$ cat src/pkg/lcm_pkg.sv
/*
  Constants and types for the link code messenger.
  Assumes APB byte addressing with one 32-bit word per register index.
*/
`default_nettype none
package lcm_pkg;
  // Register indices; byte address is four times the index
  localparam logic [7:0] LCM_IDX_STATUS = 8'h24;
  localparam logic [7:0] LCM_IDX_MASK = 8'h25;
  localparam logic [7:0] LCM_IDX_CTL = 8'h37;
  localparam logic [7:0] LCM_IDX_RXW = 8'hc0;
  localparam logic [7:0] LCM_IDX_TXW = 8'hc1;
  localparam logic [7:0] LCM_IDX_MATCH_A = 8'hc2;
  localparam logic [7:0] LCM_IDX_MATCH_B = 8'hc3;
  // Control field positions
  localparam int LCM_CTL_SEND = 0;
  localparam int LCM_CTL_FLT_LO = 1;
  localparam int LCM_CTL_RST = 3;
  localparam int LCM_CTL_RXEN = 4;
  // Event bit positions
  localparam int LCM_EV_CHANGE = 0;
  localparam int LCM_EV_MATCH = 1;
  localparam int LCM_EV_TXEMPTY = 2;
  localparam int LCM_EV_RXFULL = 3;
  localparam int LCM_EV_ABORT = 4;
  localparam int LCM_EV_CLEAR = 5;
  // Reset and idle values
  localparam logic [5:0] LCM_CODE_RST = 6'h3f;
  localparam logic [4:0] LCM_CTL_RST_VAL = 5'h00;
  localparam logic [5:0] LCM_MASK_RST_VAL = 6'h00;
  // Frame shape: zero, six code bits, zero, eight ones
  localparam logic [3:0] LCM_TX_LAST = 4'hf;
  localparam logic [3:0] LCM_TX_STOP = 4'h7;
  localparam logic [3:0] LCM_ONES_ABORT = 4'h8;
  localparam logic [2:0] LCM_DATA_LAST = 3'h5;
  localparam logic [4:0] LCM_CLEAR_BITS = 5'd30;
  // Consecutive-match depth per filter setting
  localparam logic [2:0] LCM_DEPTH_NONE = 3'd1;
  localparam logic [2:0] LCM_DEPTH_1 = 3'd3;
  localparam logic [2:0] LCM_DEPTH_2 = 3'd5;
  localparam logic [2:0] LCM_DEPTH_3 = 3'd7;
  // Code points of the quality levels named at both ends
  localparam logic [5:0] LCM_QL_STRATUM1 = 6'b000010;
  localparam logic [5:0] LCM_QL_DONT_USE = 6'b011000;
  localparam logic [5:0] LCM_QL_NET_RSVD = 6'b100000;

  typedef enum logic [1:0] {LCM_RX_HUNT, LCM_RX_START, LCM_RX_DATA, LCM_RX_STOP} lcm_rx_st_t;
endpackage
`default_nettype wire

$ cat src/hw/lcm_messenger.sv
/*
  Link code messenger: sends and detects six-bit codes on the data link
  bit positions, with an APB register port.
  Assumes the framer strobes on i_core_clk for each link bit slot.
*/
// Register access over APB was chosen for this implementation.
`timescale 1ns/100ps
`default_nettype none
module lcm_messenger (
  input wire logic i_core_clk,
  input wire logic i_srst,
  input wire logic i_psel,
  input wire logic i_penable,
  input wire logic i_pwrite,
  input wire logic [11:0] i_paddr,
  input wire logic [31:0] i_pwdata,
  output logic [31:0] o_prdata,
  output logic o_pready,
  output logic o_pslverr,
  input wire logic i_dl_tx_req,
  output logic o_dl_tx_bit,
  input wire logic i_dl_rx_valid,
  input wire logic i_dl_rx_bit,
  output logic o_link_irq
);

  typedef struct packed {
    logic [4:0] ctl;
    logic [7:0] tx_word;
    logic [5:0] mask;
    logic [5:0] stat;
    logic [7:0] match_a;
    logic [7:0] match_b;
    logic rst_prev;
    logic [3:0] tx_idx;
    logic [5:0] tx_sh;
    logic tx_bit;
    lcm_pkg::lcm_rx_st_t rx_st;
    logic [3:0] rx_ones;
    logic [2:0] rx_cnt;
    logic [5:0] rx_sh;
    logic [5:0] cand;
    logic [2:0] run;
    logic [5:0] code;
    logic [4:0] clr_cnt;
    logic [31:0] prdata;
  } lcm_state_t;

  localparam lcm_state_t RST_VAL = '{
    ctl: lcm_pkg::LCM_CTL_RST_VAL, tx_word: 8'h00, mask: lcm_pkg::LCM_MASK_RST_VAL,
    stat: 6'h00, match_a: 8'h00, match_b: 8'h00, rst_prev: 1'b0,
    tx_idx: 4'h0, tx_sh: 6'h00, tx_bit: 1'b1, rx_st: lcm_pkg::LCM_RX_HUNT,
    rx_ones: 4'h0, rx_cnt: 3'h0, rx_sh: 6'h00, cand: 6'h00, run: 3'h0,
    code: lcm_pkg::LCM_CODE_RST, clr_cnt: 5'h00, prdata: 32'h0000_0000};

  lcm_state_t r;
  lcm_state_t n;
  logic [7:0] idx;
  logic hit;
  logic wr;
  logic rst_rise;
  logic rx_en;
  logic [5:0] set_ev;
  logic [5:0] clr_ev;
  logic [2:0] need;
  logic [2:0] run_n;

  //////////////////////////////////////////////////////////////////////
  // Address decode; unmapped indices answer with an error
  always_comb
  begin
    idx = i_paddr[9:2];
    case (idx)
      lcm_pkg::LCM_IDX_STATUS, lcm_pkg::LCM_IDX_MASK, lcm_pkg::LCM_IDX_CTL,
      lcm_pkg::LCM_IDX_RXW, lcm_pkg::LCM_IDX_TXW, lcm_pkg::LCM_IDX_MATCH_A,
      lcm_pkg::LCM_IDX_MATCH_B: hit = 1'b1;
      default: hit = 1'b0;
    endcase
  end

  // Zero-wait slave: read data was captured in the setup cycle
  assign o_pready = 1'b1;
  assign o_pslverr = i_psel & i_penable & ~hit;
  assign o_prdata = r.prdata;
  assign o_dl_tx_bit = r.tx_bit;
  assign o_link_irq = |(r.stat & r.mask);

  //////////////////////////////////////////////////////////////////////
  // Next-state logic for the whole block
  always_comb
  begin
    n = r;
    set_ev = 6'h00;
    clr_ev = 6'h00;
    run_n = 3'h0;
    wr = i_psel & i_penable & i_pwrite & hit;
    rx_en = r.ctl[lcm_pkg::LCM_CTL_RXEN];
    rst_rise = r.ctl[lcm_pkg::LCM_CTL_RST] & ~r.rst_prev;
    n.rst_prev = r.ctl[lcm_pkg::LCM_CTL_RST];
    case (r.ctl[lcm_pkg::LCM_CTL_FLT_LO +: 2])
      2'b01: need = lcm_pkg::LCM_DEPTH_1;
      2'b10: need = lcm_pkg::LCM_DEPTH_2;
      2'b11: need = lcm_pkg::LCM_DEPTH_3;
      default: need = lcm_pkg::LCM_DEPTH_NONE;
    endcase

    // Register writes; status is write-one-to-clear
    if (wr)
    begin
      case (idx)
        // upper control bits are not stored
        lcm_pkg::LCM_IDX_CTL: n.ctl = i_pwdata[4:0];
        lcm_pkg::LCM_IDX_MASK: n.mask = i_pwdata[5:0];
        lcm_pkg::LCM_IDX_TXW: n.tx_word = i_pwdata[7:0];
        lcm_pkg::LCM_IDX_MATCH_A: n.match_a = i_pwdata[7:0];
        lcm_pkg::LCM_IDX_MATCH_B: n.match_b = i_pwdata[7:0];
        lcm_pkg::LCM_IDX_STATUS: clr_ev = i_pwdata[5:0];
        default: n.ctl = r.ctl;
      endcase
    end

    // Read data captured in setup so it stands through the access cycle
    if (i_psel & ~i_penable & ~i_pwrite)
    begin
      case (idx)
        lcm_pkg::LCM_IDX_STATUS: n.prdata = {26'h0, r.stat};
        lcm_pkg::LCM_IDX_MASK: n.prdata = {26'h0, r.mask};
        lcm_pkg::LCM_IDX_CTL: n.prdata = {27'h0, r.ctl};
        lcm_pkg::LCM_IDX_RXW: n.prdata = rx_en ? {26'h0, r.code} : 32'h0000_0000;
        lcm_pkg::LCM_IDX_TXW: n.prdata = {24'h0, r.tx_word};
        lcm_pkg::LCM_IDX_MATCH_A: n.prdata = {24'h0, r.match_a};
        lcm_pkg::LCM_IDX_MATCH_B: n.prdata = {24'h0, r.match_b};
        default: n.prdata = 32'h0000_0000;
      endcase
    end

    //////////////////////////////////////////////////////////////////////
    // insertion runs while the send bit is set, restarting at the lead zero
    if (!r.ctl[lcm_pkg::LCM_CTL_SEND])
    begin
      n.tx_idx = 4'h0;
      n.tx_bit = 1'b1;
    end
    else if (i_dl_tx_req)
    begin
      n.tx_idx = r.tx_idx + 4'h1;
      // zero, six code bits msb first, zero, eight ones
      if (r.tx_idx == 4'h0)
      begin
        n.tx_bit = 1'b0;
        // word taken into the shifter, buffer empty
        n.tx_sh = r.tx_word[5:0];
        set_ev[lcm_pkg::LCM_EV_TXEMPTY] = 1'b1;
      end
      else if (r.tx_idx < lcm_pkg::LCM_TX_STOP)
      begin
        n.tx_bit = r.tx_sh[5];
        n.tx_sh = {r.tx_sh[4:0], 1'b0};
      end
      else
      begin
        n.tx_bit = (r.tx_idx != lcm_pkg::LCM_TX_STOP);
      end
    end

    //////////////////////////////////////////////////////////////////////
    // Receiver; a reset edge wins over any bit arriving in the same cycle
    if (rst_rise)
    begin
      // message bits back to all ones
      n.code = lcm_pkg::LCM_CODE_RST;
      n.rx_st = lcm_pkg::LCM_RX_HUNT;
      n.rx_ones = 4'h0;
      n.rx_cnt = 3'h0;
      n.run = 3'h0;
      n.cand = 6'h00;
      n.clr_cnt = 5'h00;
    end
    else if (!rx_en)
    begin
      n.rx_st = lcm_pkg::LCM_RX_HUNT;
      n.rx_ones = 4'h0;
    end
    else if (i_dl_rx_valid)
    begin
      n.rx_ones = i_dl_rx_bit ? ((r.rx_ones == lcm_pkg::LCM_ONES_ABORT) ?
        r.rx_ones : r.rx_ones + 4'h1) : 4'h0;
      // count bits since the last abort, event once at thirty
      if (r.clr_cnt != lcm_pkg::LCM_CLEAR_BITS)
      begin
        n.clr_cnt = r.clr_cnt + 5'h01;
        if (r.clr_cnt == lcm_pkg::LCM_CLEAR_BITS - 5'h01)
          set_ev[lcm_pkg::LCM_EV_CLEAR] = 1'b1;
      end
      case (r.rx_st)
        lcm_pkg::LCM_RX_START:
        begin
          if (!i_dl_rx_bit)
          begin
            n.rx_st = lcm_pkg::LCM_RX_DATA;
            n.rx_cnt = 3'h0;
          end
        end
        lcm_pkg::LCM_RX_DATA:
        begin
          n.rx_sh = {r.rx_sh[4:0], i_dl_rx_bit};
          n.rx_cnt = r.rx_cnt + 3'h1;
          if (r.rx_cnt == lcm_pkg::LCM_DATA_LAST)
            n.rx_st = lcm_pkg::LCM_RX_STOP;
        end
        lcm_pkg::LCM_RX_STOP:
        begin
          n.rx_st = lcm_pkg::LCM_RX_HUNT;
          if (!i_dl_rx_bit)
          begin
            run_n = (r.rx_sh == r.cand && r.run != 3'h0) ?
              ((r.run == lcm_pkg::LCM_DEPTH_3) ? r.run : r.run + 3'h1) : 3'h1;
            n.run = run_n;
            n.cand = r.rx_sh;
            // change to a newly validated code
            if (run_n >= need && r.rx_sh != r.code)
            begin
              n.code = r.rx_sh;
              set_ev[lcm_pkg::LCM_EV_CHANGE] = 1'b1;
              set_ev[lcm_pkg::LCM_EV_RXFULL] = 1'b1;
              // new word compared with both match words
              if ({2'b00, r.rx_sh} == r.match_a || {2'b00, r.rx_sh} == r.match_b)
                set_ev[lcm_pkg::LCM_EV_MATCH] = 1'b1;
            end
          end
        end
        default: n.rx_st = lcm_pkg::LCM_RX_HUNT;
      endcase
      // eighth consecutive one is an abort flag
      if (i_dl_rx_bit && r.rx_ones == lcm_pkg::LCM_ONES_ABORT - 4'h1)
      begin
        set_ev[lcm_pkg::LCM_EV_ABORT] = 1'b1;
        n.clr_cnt = 5'h00;
        n.rx_st = lcm_pkg::LCM_RX_START;
      end
    end

    // Set wins over a clear in the same cycle
    n.stat = (r.stat & ~clr_ev) | set_ev;
  end

  //////////////////////////////////////////////////////////////////////
  // State register
  always_ff @(posedge i_core_clk)
  begin
    if (i_srst)
      r <= RST_VAL;
    else
      r <= n;
  end
endmodule // lcm_messenger
`default_nettype wire

$ cat config.mk
export PLATFORM = sky130hd
export DESIGN_NAME = lcm_messenger
export DESIGN_NICKNAME = d
export VERILOG_FILES = /design/src/pkg/lcm_pkg.sv /design/src/hw/lcm_messenger.sv
export SDC_FILE = /design/constraint.sdc
export NUM_CORES = 1
export LEC_CHECK = 0
export BUFFER_PORTS_ARGS = -buffer_cell sky130_fd_sc_hd__buf_2
export CAP_MARGIN = 20
export CORE_MARGIN = 8
export CORE_UTILIZATION = 45
export DETAILED_ROUTE_END_ITERATION = 10
export PLACE_DENSITY = 0.66
export SYNTH_ARGS = -nofsm -noshare
export SYNTH_HDL_FRONTEND = slang
export SYNTH_SLANG_ARGS = --single-unit
$ cat constraint.sdc
create_clock -name i_core_clk -period 3 [get_ports i_core_clk]
set_input_delay 0.15 -clock i_core_clk [delete_from_list [all_inputs] [get_ports i_core_clk]]
set_output_delay 0.15 -clock i_core_clk [all_outputs]
set_load 0.01 [all_outputs]
### Yosys cells after proc, flatten, opt, wreduce, memory -nomap -nowiden

Index checks and enable logic that the tools add are counted.

* logic and storage cells: 140
* register bits after elaboration: 120
* input bits: 52

* bitwise operators: 19
* equality and inequality tests: 28
* reductions and logical operators: 27
* multiplexer cells: 40
* magnitude comparators: 2
* add/subtract/negate cells: 5

Operator list (count)
* one-hot mux 8 bit (7 select lines): 1
* == test 8 bit (second input constant): 4
* == test 8 x 6 -> 1 bit (second input constant): 3
* two-way mux 6 bit: 4
* two-way mux 2 bit: 9
* two-way mux 3 bit: 6
* == test 6 x 8 -> 1 bit: 2
* bitwise AND 6 bit: 2
* two-way mux 1 bit: 12
* AND reduction 2 bit: 6
* AND reduction 4 bit: 3
* two-way mux 5 bit: 2
* one-hot mux 3 bit (3 select lines): 1
* AND reduction 3 bit: 3
* adder 4 x 1 -> 4 bit (second input constant): 2
* == test 2 bit (second input constant): 4
* two-way mux 4 bit: 2
* NOT 1 bit: 8
* bitwise AND 1 bit: 7
* two-way mux 7 bit: 1
* OR reduction 7 bit: 1
* adder 3 x 1 -> 3 bit (second input constant): 2
* == test 3 bit (second input constant): 2
* == test 6 bit: 1
* other kinds (25): 33

### Logic depth before layout (Yosys ltp)

Gate-level depths: netlist of run 1.

* word-level depth: 12
* gate-level depth with buffers: 11

### Least setup slack after synthesis of run 1

OpenSTA, ideal clock, no wires.

* kind: register to register
* from: register r[43] (netlist bit)
* to: register r[95] (netlist bit)
* required time: 2883 ps
* library setup time: 117 ps
* arrival: 2216 ps
* slack: 666 ps
* stages on the path, launching flop included: 12
* path through: dfxtp_1 > inv_1 > ha_1 > a2111oi_4 > nand4_4 > a21oi_1 > ha_1 > nor3_1 > nor3_1 > o211a_1 > buf_6 > a32o_1

* cells in the longest elaborated chain, start to end: 12
* elaborated cells on any way between the ends: 15
* those cells by class: add/sub: 1; order compare: 1; eq/ne: 1; mux: 8; bitwise: 1; reduce/logical: 3

Ends and longest elaborated chain
* start, declared: line lcm_messenger.sv:56 `lcm_state_t r;`
* start signal, assigned: line lcm_messenger.sv:254 `r <= n;`
* adder 3 x 1 -> 3 bit (tied with other cells): line lcm_messenger.sv:217 `((r.run == lcm_pkg::LCM_DEPTH_3) ? r.run : r.run + 3'h1) : 3'h1;`
* two-way mux 3 bit / logical AND 1 bit (equally long branches): line lcm_messenger.sv:217, lcm_messenger.sv:216
* two-way mux 3 bit (*): line lcm_messenger.sv:216 `run_n = (r.rx_sh == r.cand && r.run != 3'h0) ?`
* greater-or-equal comparator 3 bit (*): line lcm_messenger.sv:221 `if (run_n >= need && r.rx_sh != r.code)`
* logical AND 1 bit (*): line lcm_messenger.sv:221
* two-way mux 2 bit (*): line lcm_messenger.sv:221
* two-way mux 2 bit (*): line lcm_messenger.sv:214 `if (!i_dl_rx_bit)`
* two-way mux 2 bit (*): line lcm_messenger.sv:195 `case (r.rx_st)`
* two-way mux 2 bit (*): line lcm_messenger.sv:184 `else if (i_dl_rx_valid)`
* two-way mux 2 bit (*): line lcm_messenger.sv:179 `else if (!rx_en)`
* two-way mux 2 bit (*): line lcm_messenger.sv:168 `if (rst_rise)`
* OR 6 bit (*): line lcm_messenger.sv:244 `n.stat = (r.stat & ~clr_ev) | set_ev;`

Mark *: on every way between the ends. The rest lies on a longest branch, timed or not.
A chain may end at the register's enable or synchronous reset.

### Final worst setup path of run 1

* from: register r[43] (netlist bit)
* to: register r[98] (netlist bit)

* cells in the longest elaborated chain, start to end: 12
* elaborated cells on any way between the ends: 15
* those cells by class: add/sub: 1; order compare: 1; eq/ne: 1; mux: 8; bitwise: 1; reduce/logical: 3

Ends and longest elaborated chain (line)
* adder 3 x 1 -> 3 bit (tied with other cells): lcm_messenger.sv:217
* two-way mux 3 bit / logical AND 1 bit (equally long branches): lcm_messenger.sv:217, lcm_messenger.sv:216
* two-way mux 3 bit (*): lcm_messenger.sv:216
* greater-or-equal comparator 3 bit (*): lcm_messenger.sv:221
* logical AND 1 bit (*): lcm_messenger.sv:221
* two-way mux 1 bit (*): lcm_messenger.sv:221
* two-way mux 1 bit (*): lcm_messenger.sv:214
* two-way mux 1 bit (*): lcm_messenger.sv:195
* two-way mux 3 bit (*): lcm_messenger.sv:184
* two-way mux 3 bit (*): lcm_messenger.sv:179
* two-way mux 3 bit (*): lcm_messenger.sv:168
* OR 6 bit (*): lcm_messenger.sv:244

Marked as above.

==> insert_results.sql, run 1 <==
INSERT INTO impl_metrics (metric_group, metric, value, unit) VALUES
('run_status', 'outcome', 'completed', ''),
('layout', 'area_growth', '8.71', '%'),
('sta', 'timing.final.hold_violations', '0', ''),
('cts', 'clockRootBuffer', 'sky130_fd_sc_hd__clkbuf_16', ''),
('yosys', 'post_synth_inst_count', '584', ''),
('worst_setup_path', 'critPathCaptureType', 'flop', ''),
('power_and_ir_drop', 'internal-power', '2.03', 'mW'),
('yosys', 'synth-edff-count', '0', ''),
('sta', 'finClkSkew', '6.97', 'ps'),
('die', 'ioPinCount', '88', ''),
('power_and_ir_drop', 'power_switching_share', '21.7', '%'),
('detailed_routing', 'detail_route.first_pass.iterations', '5', ''),
('placement', 'post-dp-hpwl', '8.76', 'mm'),
('min_path', 'hold_path_startpoint', 'i_pwdata[7]', ''),
('cts', 'cts_sinks', '96', ''),
('placement', 'port-buffer-count', '34', ''),
('detailed_routing', 'wl', '11.7', 'mm'),
('detailed_routing', 'wl_per_cell', '15.7', 'um'),
('worst_setup_path', 'critical_path_cell_list', 'inv_1, ha_1, a2111oi_4, nand4_4, a21oi_1, ha_1, nor3_1, nor3_1, o211a_1, a32o_1', ''),
('grt', 'grt_antenna_before_repair', '0', ''),
('grt', 'globalRouteTotalUtil', '16.0', '%'),
('die', 'core_region_area', '11200', 'sq um'),
('detailed_routing', 'remaining_drc_errors', '0', ''),
('sta', 'fin_tns_setup', '0', 'ps'),
('worst_setup_path', 'critical_path.reg2reg.startpoint', 'r[43]', ''),
('worst_setup_path', 'worst_path_largest_cell_delay', '400', 'ps'),
('detailed_routing', 'vias_per_cell', '5.37', ''),
('sta', 'worst_pin_slew', '747', 'ps'),
('power_and_ir_drop', 'clock_power_share', '46.7', '%'),
('layout', 'insertedDiodeCount', '0', ''),
('sta', 'finalMaxSlewViolations', '0', ''),
('min_path', 'hold_wc_path_type', 'input port to flop', ''),
('worst_setup_path', 'critical_path_buffer_and_inverter_count', '1', ''),
('yosys', 'count_of_cell_types_in_the_netlist', '56', ''),
('worst_setup_path', 'timing.setup.critical_path_class', 'flop to flop', ''),
('grt', 'grt_max_degree', '31', ''),
('cts', 'cts_buffer_depth', '2', ''),
('cts', 'cts.repair_timing.setup_buffer_count', '0', ''),
('worst_setup_path', 'rrSetupSlack', '430', 'ps'),
('worst_setup_path', 'worstPathArrival', '2800', 'ps'),
('yosys', 'synth_warnings', '0', ''),
('placement', 'gp_routability_congestion', '0.827', ''),
('detailed_routing', 'postRouteAntennaNets', '0', ''),
('sta', 'finalCritPeriodShare', '85.8', '%'),
('sta', 'final.min_clock_period', '2570', 'ps'),
('power_and_ir_drop', 'power.net_switching', '0.563', 'mW'),
('die', 'die_height', '122', 'um'),
('min_path', 'hold_depth', '3', ''),
('yosys', 'synthesis.area', '5100', 'sq um'),
('power_and_ir_drop', 'powerDensity', '468', 'nW/um^2'),
('power_and_ir_drop', 'p_leak', '2.32', 'nW'),
('worst_setup_path', 'crit_family', 'compound AO/OA/AOI/OAI gates', ''),
('yosys', 'synth_async_sr_flop_share', '0', '%'),
('layout', 'leading_cell_type_in_the_layout_fill_and_taps_excluded', 'sky130_fd_sc_hd__dfxtp_1', ''),
('layout', 'mostFrequentLayoutCells', '96 x sky130_fd_sc_hd__dfxtp_1, 85 x sky130_fd_sc_hd__nor2_1, 56 x sky130_fd_sc_hd__nand2_1, 49 x sky130_fd_sc_hd__mux2i_1', ''),
('power_and_ir_drop', 'comb_power_share', '4.2', '%'),
('cts', 'hold_buffers', '0', ''),
('layout', 'post_layout_nonfiller_instances', '748', ''),
('cts', 'cts-htree-levels', '3', ''),
('flow_run', 'cap_viol_max_count', '0', ''),
('sta', 'hold-worst-slack', '95.3', 'ps'),
('worst_setup_path', 'slowest_stage', 'sky130_fd_sc_hd__a2111oi_4', ''),
('yosys', 'postSynthRegisterBits', '96', ''),
('sta', 'rsz0062_at_grt', 'false', ''),
('layout', 'fillerInstances', '1075', ''),
('layout', 'design.final.nets', '668', ''),
('cts', 'tritoncts', 'yes', ''),
('grt', 'grt.overflow.total', '0', ''),
('sta', 'final-setup-viol-count', '0', ''),
('die', 'floorplan.die_area', '15000', 'sq um'),
('cts', 'numCtsBuffers', '9', '');
-- worst max path at each step --
stage / from / to / slack [ps] / cells past startpoint
global route: r[43] / r[98] / 250 / 10
detailed placement: r[43] / r[95] / 420 / 10
floorplan: r[43] / r[95] / 670 / 11
finish: r[43] / r[98] / 430 / 10
CTS: r[43] / r[98] / 410 / 10
global placement: r[43] / r[95] / 470 / 10
-- cell usage after synthesis, types with 2 or more instances --
library cell / count / area share, %
sky130_fd_sc_hd__xor2_1: 20 / 3.4
sky130_fd_sc_hd__xnor2_1: 10 / 1.7
sky130_fd_sc_hd__nor2b_1: 5 / 0.61
sky130_fd_sc_hd__buf_2: 8 / 0.78
sky130_fd_sc_hd__nand3_1: 24 / 2.4
sky130_fd_sc_hd__nor3b_1: 2 / 0.29
sky130_fd_sc_hd__mux2_2: 7 / 1.5
sky130_fd_sc_hd__clkbuf_1: 17 / 1.3
sky130_fd_sc_hd__dfxtp_1: 96 / 38
sky130_fd_sc_hd__a22o_1: 2 / 0.34
sky130_fd_sc_hd__buf_4: 33 / 4.9
sky130_fd_sc_hd__conb_1: 2 / 0.15
sky130_fd_sc_hd__mux2i_1: 49 / 9.6
sky130_fd_sc_hd__nand4_1: 5 / 0.61
sky130_fd_sc_hd__a31oi_1: 2 / 0.25
sky130_fd_sc_hd__nor2_1: 85 / 6.3
sky130_fd_sc_hd__buf_6: 2 / 0.44
sky130_fd_sc_hd__ha_1: 16 / 3.9
sky130_fd_sc_hd__inv_1: 17 / 1.3
sky130_fd_sc_hd__and3_1: 3 / 0.37
sky130_fd_sc_hd__and2_0: 3 / 0.37
sky130_fd_sc_hd__o21ai_1: 6 / 0.59
sky130_fd_sc_hd__nand2b_1: 3 / 0.37
sky130_fd_sc_hd__a211oi_1: 7 / 1.0
sky130_fd_sc_hd__nand4b_1: 4 / 0.69
sky130_fd_sc_hd__nor3_1: 8 / 0.78
sky130_fd_sc_hd__a21oi_1: 34 / 3.3
sky130_fd_sc_hd__o21ai_0: 12 / 1.2
sky130_fd_sc_hd__a32o_1: 2 / 0.39
sky130_fd_sc_hd__and2_1: 4 / 0.49
sky130_fd_sc_hd__a22oi_1: 4 / 0.59
sky130_fd_sc_hd__nand2_1: 56 / 4.1
sky130_fd_sc_hd__mux4_2: 5 / 2.2
sky130_fd_sc_hd__a32oi_1: 2 / 0.34
sky130_fd_sc_hd__or3_1: 2 / 0.25
sky130_fd_sc_hd__a222oi_1: 5 / 0.98
sky130_fd_sc_hd__nand4bb_1: 3 / 0.66
-- tightest hold or removal path: cells and delay by family --
| kind | cells | cell delay, ps |
|---|---|---|
| buffers and inverters | 1 | 110 |
| AND/OR/NAND/NOR | 1 | 70 |
| multiplexers | 1 | 70 |
-- stage by stage --
step	setup WS [ps]	total power [mW]	util, %
2_1_floorplan	666	1.40	-
3_3_place_gp	469	1.41	46.6
3_5_place_dp	423	1.41	46.6
4_1_cts	409	2.63	49.4
5_1_grt	252	2.69	49.4
6_report	427	2.60	49.4
-- metal layers --
layer  part of all wire, %  GRT usage, %  up-vias  routed length [um]
met4                   2.7          8.61        0                 314
met3                   6.8          3.22       20                 796
li1                      -             -     1994                   -
met2                    47          26.5      115                5550
met5                     0             0        -                   0
met1                    43          19.2     1886                5090
-- kinds of logic after synthesis --
kind of cell             count (synthesis)  synth area share [%]
AO/OA/AOI/OAI                           84                  10.7
XOR/XNOR                                30                  5.15
adder cells (fa/ha/maj)                 16                  3.92
buffers and inverters                   78                  8.66
flip-flops                              96                  37.7
multiplexers                            61                  13.4
other                                    2                 0.147
AND/OR/NAND/NOR                        217                  20.4
-- cell type report --
type	instances	area (sq um)	area share [%]
Clock buffer	11	233	4.20
Clock inverter	5	81.3	1.47
Inverter	17	63.8	1.15
Multi-Input combinational cell	433	2830	51.0
Sequential cell	96	1920	34.6
Tap cell	143	179	3.23
Timing Repair Buffer	43	238	4.29
-- power groups by stage --
stage                     sequential, mW  combinational [mW]  clock [mW]
final                               1.27               0.110        1.21
after global routing                1.27               0.121        1.29
after CTS                           1.27               0.108        1.24
after detailed placement            1.30               0.108           0
after global placement              1.30               0.106           0
after floorplan                     1.30              0.0923           0
-- state kept, by name, indices dropped and copies added, names as in the netlist --
| register | count |
|---|---|
| o_dl_tx_bit | 1 |
| n | 1 |
| o_prdata | 8 |
| r | 86 |
Note: power is estimated with default switching activity, not from simulation.
==> inputs of run 2 (changes only) <==
Settings changed: CORE_ASPECT_RATIO from default to 0.75, CORE_UTILIZATION 45 to 56, PLACE_DENSITY 0.66 to 0.8.
==> run 2 against run 1 <==
Effect of this change:
- combinational power about the same
- register-to-register slack worse by 200 ps
- setup slack lost 200 ps
- power shrank 2.1%
- design area shrank 0.81%
- highest routed layer unchanged
==> insert_results.sql, run 2 (synthesis results as in run 1) <==
INSERT INTO impl_metrics (metric_group, metric, value, unit) VALUES
('run_status', 'outcome', 'completed', ''),
('worst_setup_path', 'cp_data_required_time', '3270', 'ps'),
('grt', 'grt.overflow.total', '0', ''),
('cts', 'post_cts_resize_count', '0', ''),
('placement', 'port-buffer-count', '34', ''),
('sta', 'worst_pin_slew', '700', 'ps'),
('cts', 'clockRootBuffer', 'sky130_fd_sc_hd__clkbuf_16', ''),
('sta', 'fin_tns_setup', '0', 'ps'),
('placement', 'pre_cts_ws', '334', 'ps'),
('grt', 'grt_antenna_before_repair', '0', ''),
('cts', 'insertion_delay', '350', 'ps'),
('die', 'initial_utilization', '56.9', '%'),
('worst_setup_path', 'ff2ff_path_depth', '10', ''),
('cts', 'hold_buffers', '0', ''),
('sta', 'finalCritPeriodShare', '92.5', '%'),
('detailed_routing', 'wl_per_cell', '16.7', 'um'),
('worst_setup_path', 'r2r_end', 'r[38]', ''),
('worst_setup_path', 'rrSetupSlack', '220', 'ps'),
('sta', 'postLayoutSetupSlackWorst', '224', 'ps'),
('grt', 'globalRouteTotalUtil', '19.8', '%'),
('sta', 'timing.final.hold_violations', '0', ''),
('worst_setup_path', 'worst_setup_path_startpoint', 'r[43]', ''),
('placement', 'count_of_placed_standard_cells_including_taps', '702', ''),
('sta', 'rsz0062_at_grt', 'false', ''),
('min_path', 'hold_depth', '3', ''),
('worst_setup_path', 'worst-path-max-fanout', '9', ''),
('worst_setup_path', 'critical_path.reg2reg.startpoint', 'r[43]', ''),
('layout', 'largest_register_ffs', '86', ''),
('detailed_routing', 'detailroute.via_count', '4151', ''),
('grt', 'grt_max_degree', '49', ''),
('sta', 'fmax', '0.360', 'GHz'),
('layout', 'fillerInstances', '759', ''),
('layout', 'area_growth', '7.82', '%'),
('detailed_routing', 'remaining_drc_errors', '0', ''),
('cts', 'cts.repair_timing.setup_buffer_count', '0', ''),
('detailed_routing', 'vias_per_cell', '5.78', ''),
('layout', 'drive_gt1_share', '13.0', '%'),
('sta', 'slew-limit-headroom', '53.2', '%'),
('layout', 'mostFrequentLayoutCells', '96 x sky130_fd_sc_hd__dfxtp_1, 85 x sky130_fd_sc_hd__nor2_1, 56 x sky130_fd_sc_hd__nand2_1, 49 x sky130_fd_sc_hd__mux2i_1', ''),
('min_path', 'hold_wc_path_type', 'input port to flop', ''),
('die', 'rows', '30', ''),
('layout', 'insertedDiodeCount', '0', ''),
('cts', 'cts_sinks', '96', ''),
('power_and_ir_drop', 'powerDensity', '462', 'nW/um^2'),
('worst_setup_path', 'critPathCaptureType', 'flop', ''),
('cts', 'cts.reportedPaths.clkPinSlew', '60', 'ps'),
('detailed_routing', 'postRouteAntennaNets', '0', ''),
('placement', 'gp_routability_congestion', '0.899', ''),
('grt', 'grt_pass1_wl', '20.0', 'mm'),
('die', 'die_height', '98.7', 'um'),
('worst_setup_path', 'worstSetupEndpoint', 'r[38]', ''),
('flow_run', 'cap_viol_max_count', '0', ''),
('layout', 'regMostFlops', 'r', ''),
('die', 'floorplan.die_area', '12500', 'sq um'),
('power_and_ir_drop', 'p_leak', '2.32', 'nW'),
('worst_setup_path', 'timing.setup.critical_path_class', 'flop to flop', ''),
('layout', 'design.final.nets', '669', ''),
('worst_setup_path', 'crit_path_start_kind', 'flop', ''),
('cts', 'cts-htree-levels', '3', ''),
('sta', 'final.min_clock_period', '2780', 'ps'),
('layout', 'post_layout_nonfiller_instances', '718', ''),
('power_and_ir_drop', 'report.power.total', '2.54', 'mW'),
('sta', 'final-setup-viol-count', '0', ''),
('cts', 'numCtsBuffers', '9', ''),
('sta', 'finClkSkew', '4.77', 'ps'),
('cts', 'tritoncts', 'yes', ''),
('layout', 'leading_cell_type_in_the_layout_fill_and_taps_excluded', 'sky130_fd_sc_hd__dfxtp_1', ''),
('sta', 'finalMaxSlewViolations', '0', ''),
('placement', 'post-dp-hpwl', '8.68', 'mm'),
('detailed_routing', 'drt_iter0_markers', '364', ''),
('cts', 'cts_buffer_depth', '2', ''),
('die', 'ioPinCount', '88', ''),
('detailed_routing', 'detail_route.first_pass.iterations', '7', ''),
('die', 'core_region_area', '8970', 'sq um'),
('power_and_ir_drop', 'irDropWorstVdd', '406', 'uV'),
('grt', 'grt_pass1_vias', '4054', ''),
('detailed_routing', 'wl', '12.0', 'mm'),
('worst_setup_path', 'worstPathArrival', '3040', 'ps'),
('die', 'die_w', '126', 'um');
==> run 2: changes by cell type in the layout (fill, tap and decap cells not counted) <==
cell	previous run	this run
sky130_fd_sc_hd__clkinv_2	1	2
sky130_fd_sc_hd__buf_4	9	10
sky130_fd_sc_hd__clkinvlp_4	1	0
sky130_fd_sc_hd__bufinv_16	2	1
sky130_fd_sc_hd__clkinv_4	1	0
sky130_fd_sc_hd__clkbuf_8	0	2
==> run 2: worst max-delay path, stage by stage, from the launching register on <==
cell,delay [ps]
sky130_fd_sc_hd__dfxtp_1,360
sky130_fd_sc_hd__inv_1,90
sky130_fd_sc_hd__ha_1,230
sky130_fd_sc_hd__a2111oi_4,400
sky130_fd_sc_hd__nand4_4,180
sky130_fd_sc_hd__a21oi_1,190
sky130_fd_sc_hd__ha_1,200
sky130_fd_sc_hd__nor3_1,60
sky130_fd_sc_hd__nor3_1,240
sky130_fd_sc_hd__o211a_1,500
sky130_fd_sc_hd__mux2i_1,250
==> run 2: per-stage QoR <==
stage                     area (sq um)  util (%)  hold WS (ps)
after floorplan                   5190         -           294
after global placement            5200      58.0           423
after detailed placement          5200      58.0           429
after CTS                         5500      61.3          72.2
after global routing              5500      61.3          88.8
final                             5500      61.3          73.4
==> run 2: layout make-up <==
type / count / area [sq um] / area share, %
flip-flops and latches: 96 / 1920 / 34.9
well taps: 112 / 140 / 2.55
repair buffers: 44 / 245 / 4.46
inverters: 17 / 63.8 / 1.16
multi-input cells: 433 / 2830 / 51.4
clock buffers: 13 / 260 / 4.73
clock inverters: 3 / 40.0 / 0.728
==> run 2: metal layers <==
metal  routed length [um]  vias to the layer above  GRT usage [%]
met2                 5490                      153           31.6
li1                     -                     1988              -
met4                  145                        0           5.07
met3                  968                       17           5.99
met5                    0                        -              0
met1                 5410                     1993           25.6
==> run 2: how the worst min path moves through the flow <==
stage	startpoint	to
2_1_floorplan	i_pwdata[0]	r[101]
3_3_place_gp	i_pwdata[6]	r[85]
3_5_place_dp	i_pwdata[6]	r[93]
4_1_cts	i_pwdata[6]	r[93]
5_1_grt	i_pwdata[6]	r[85]
6_report	i_pwdata[6]	r[85]
==> run 2: where the power goes <==
| group | switching (mW) | internal (mW) |
|---|---|---|
| combinational | 0.0818 | 0.0284 |
| sequential | 0.000187 | 1.27 |
| clock | 0.469 | 0.689 |
| total | 0.551 | 1.99 |
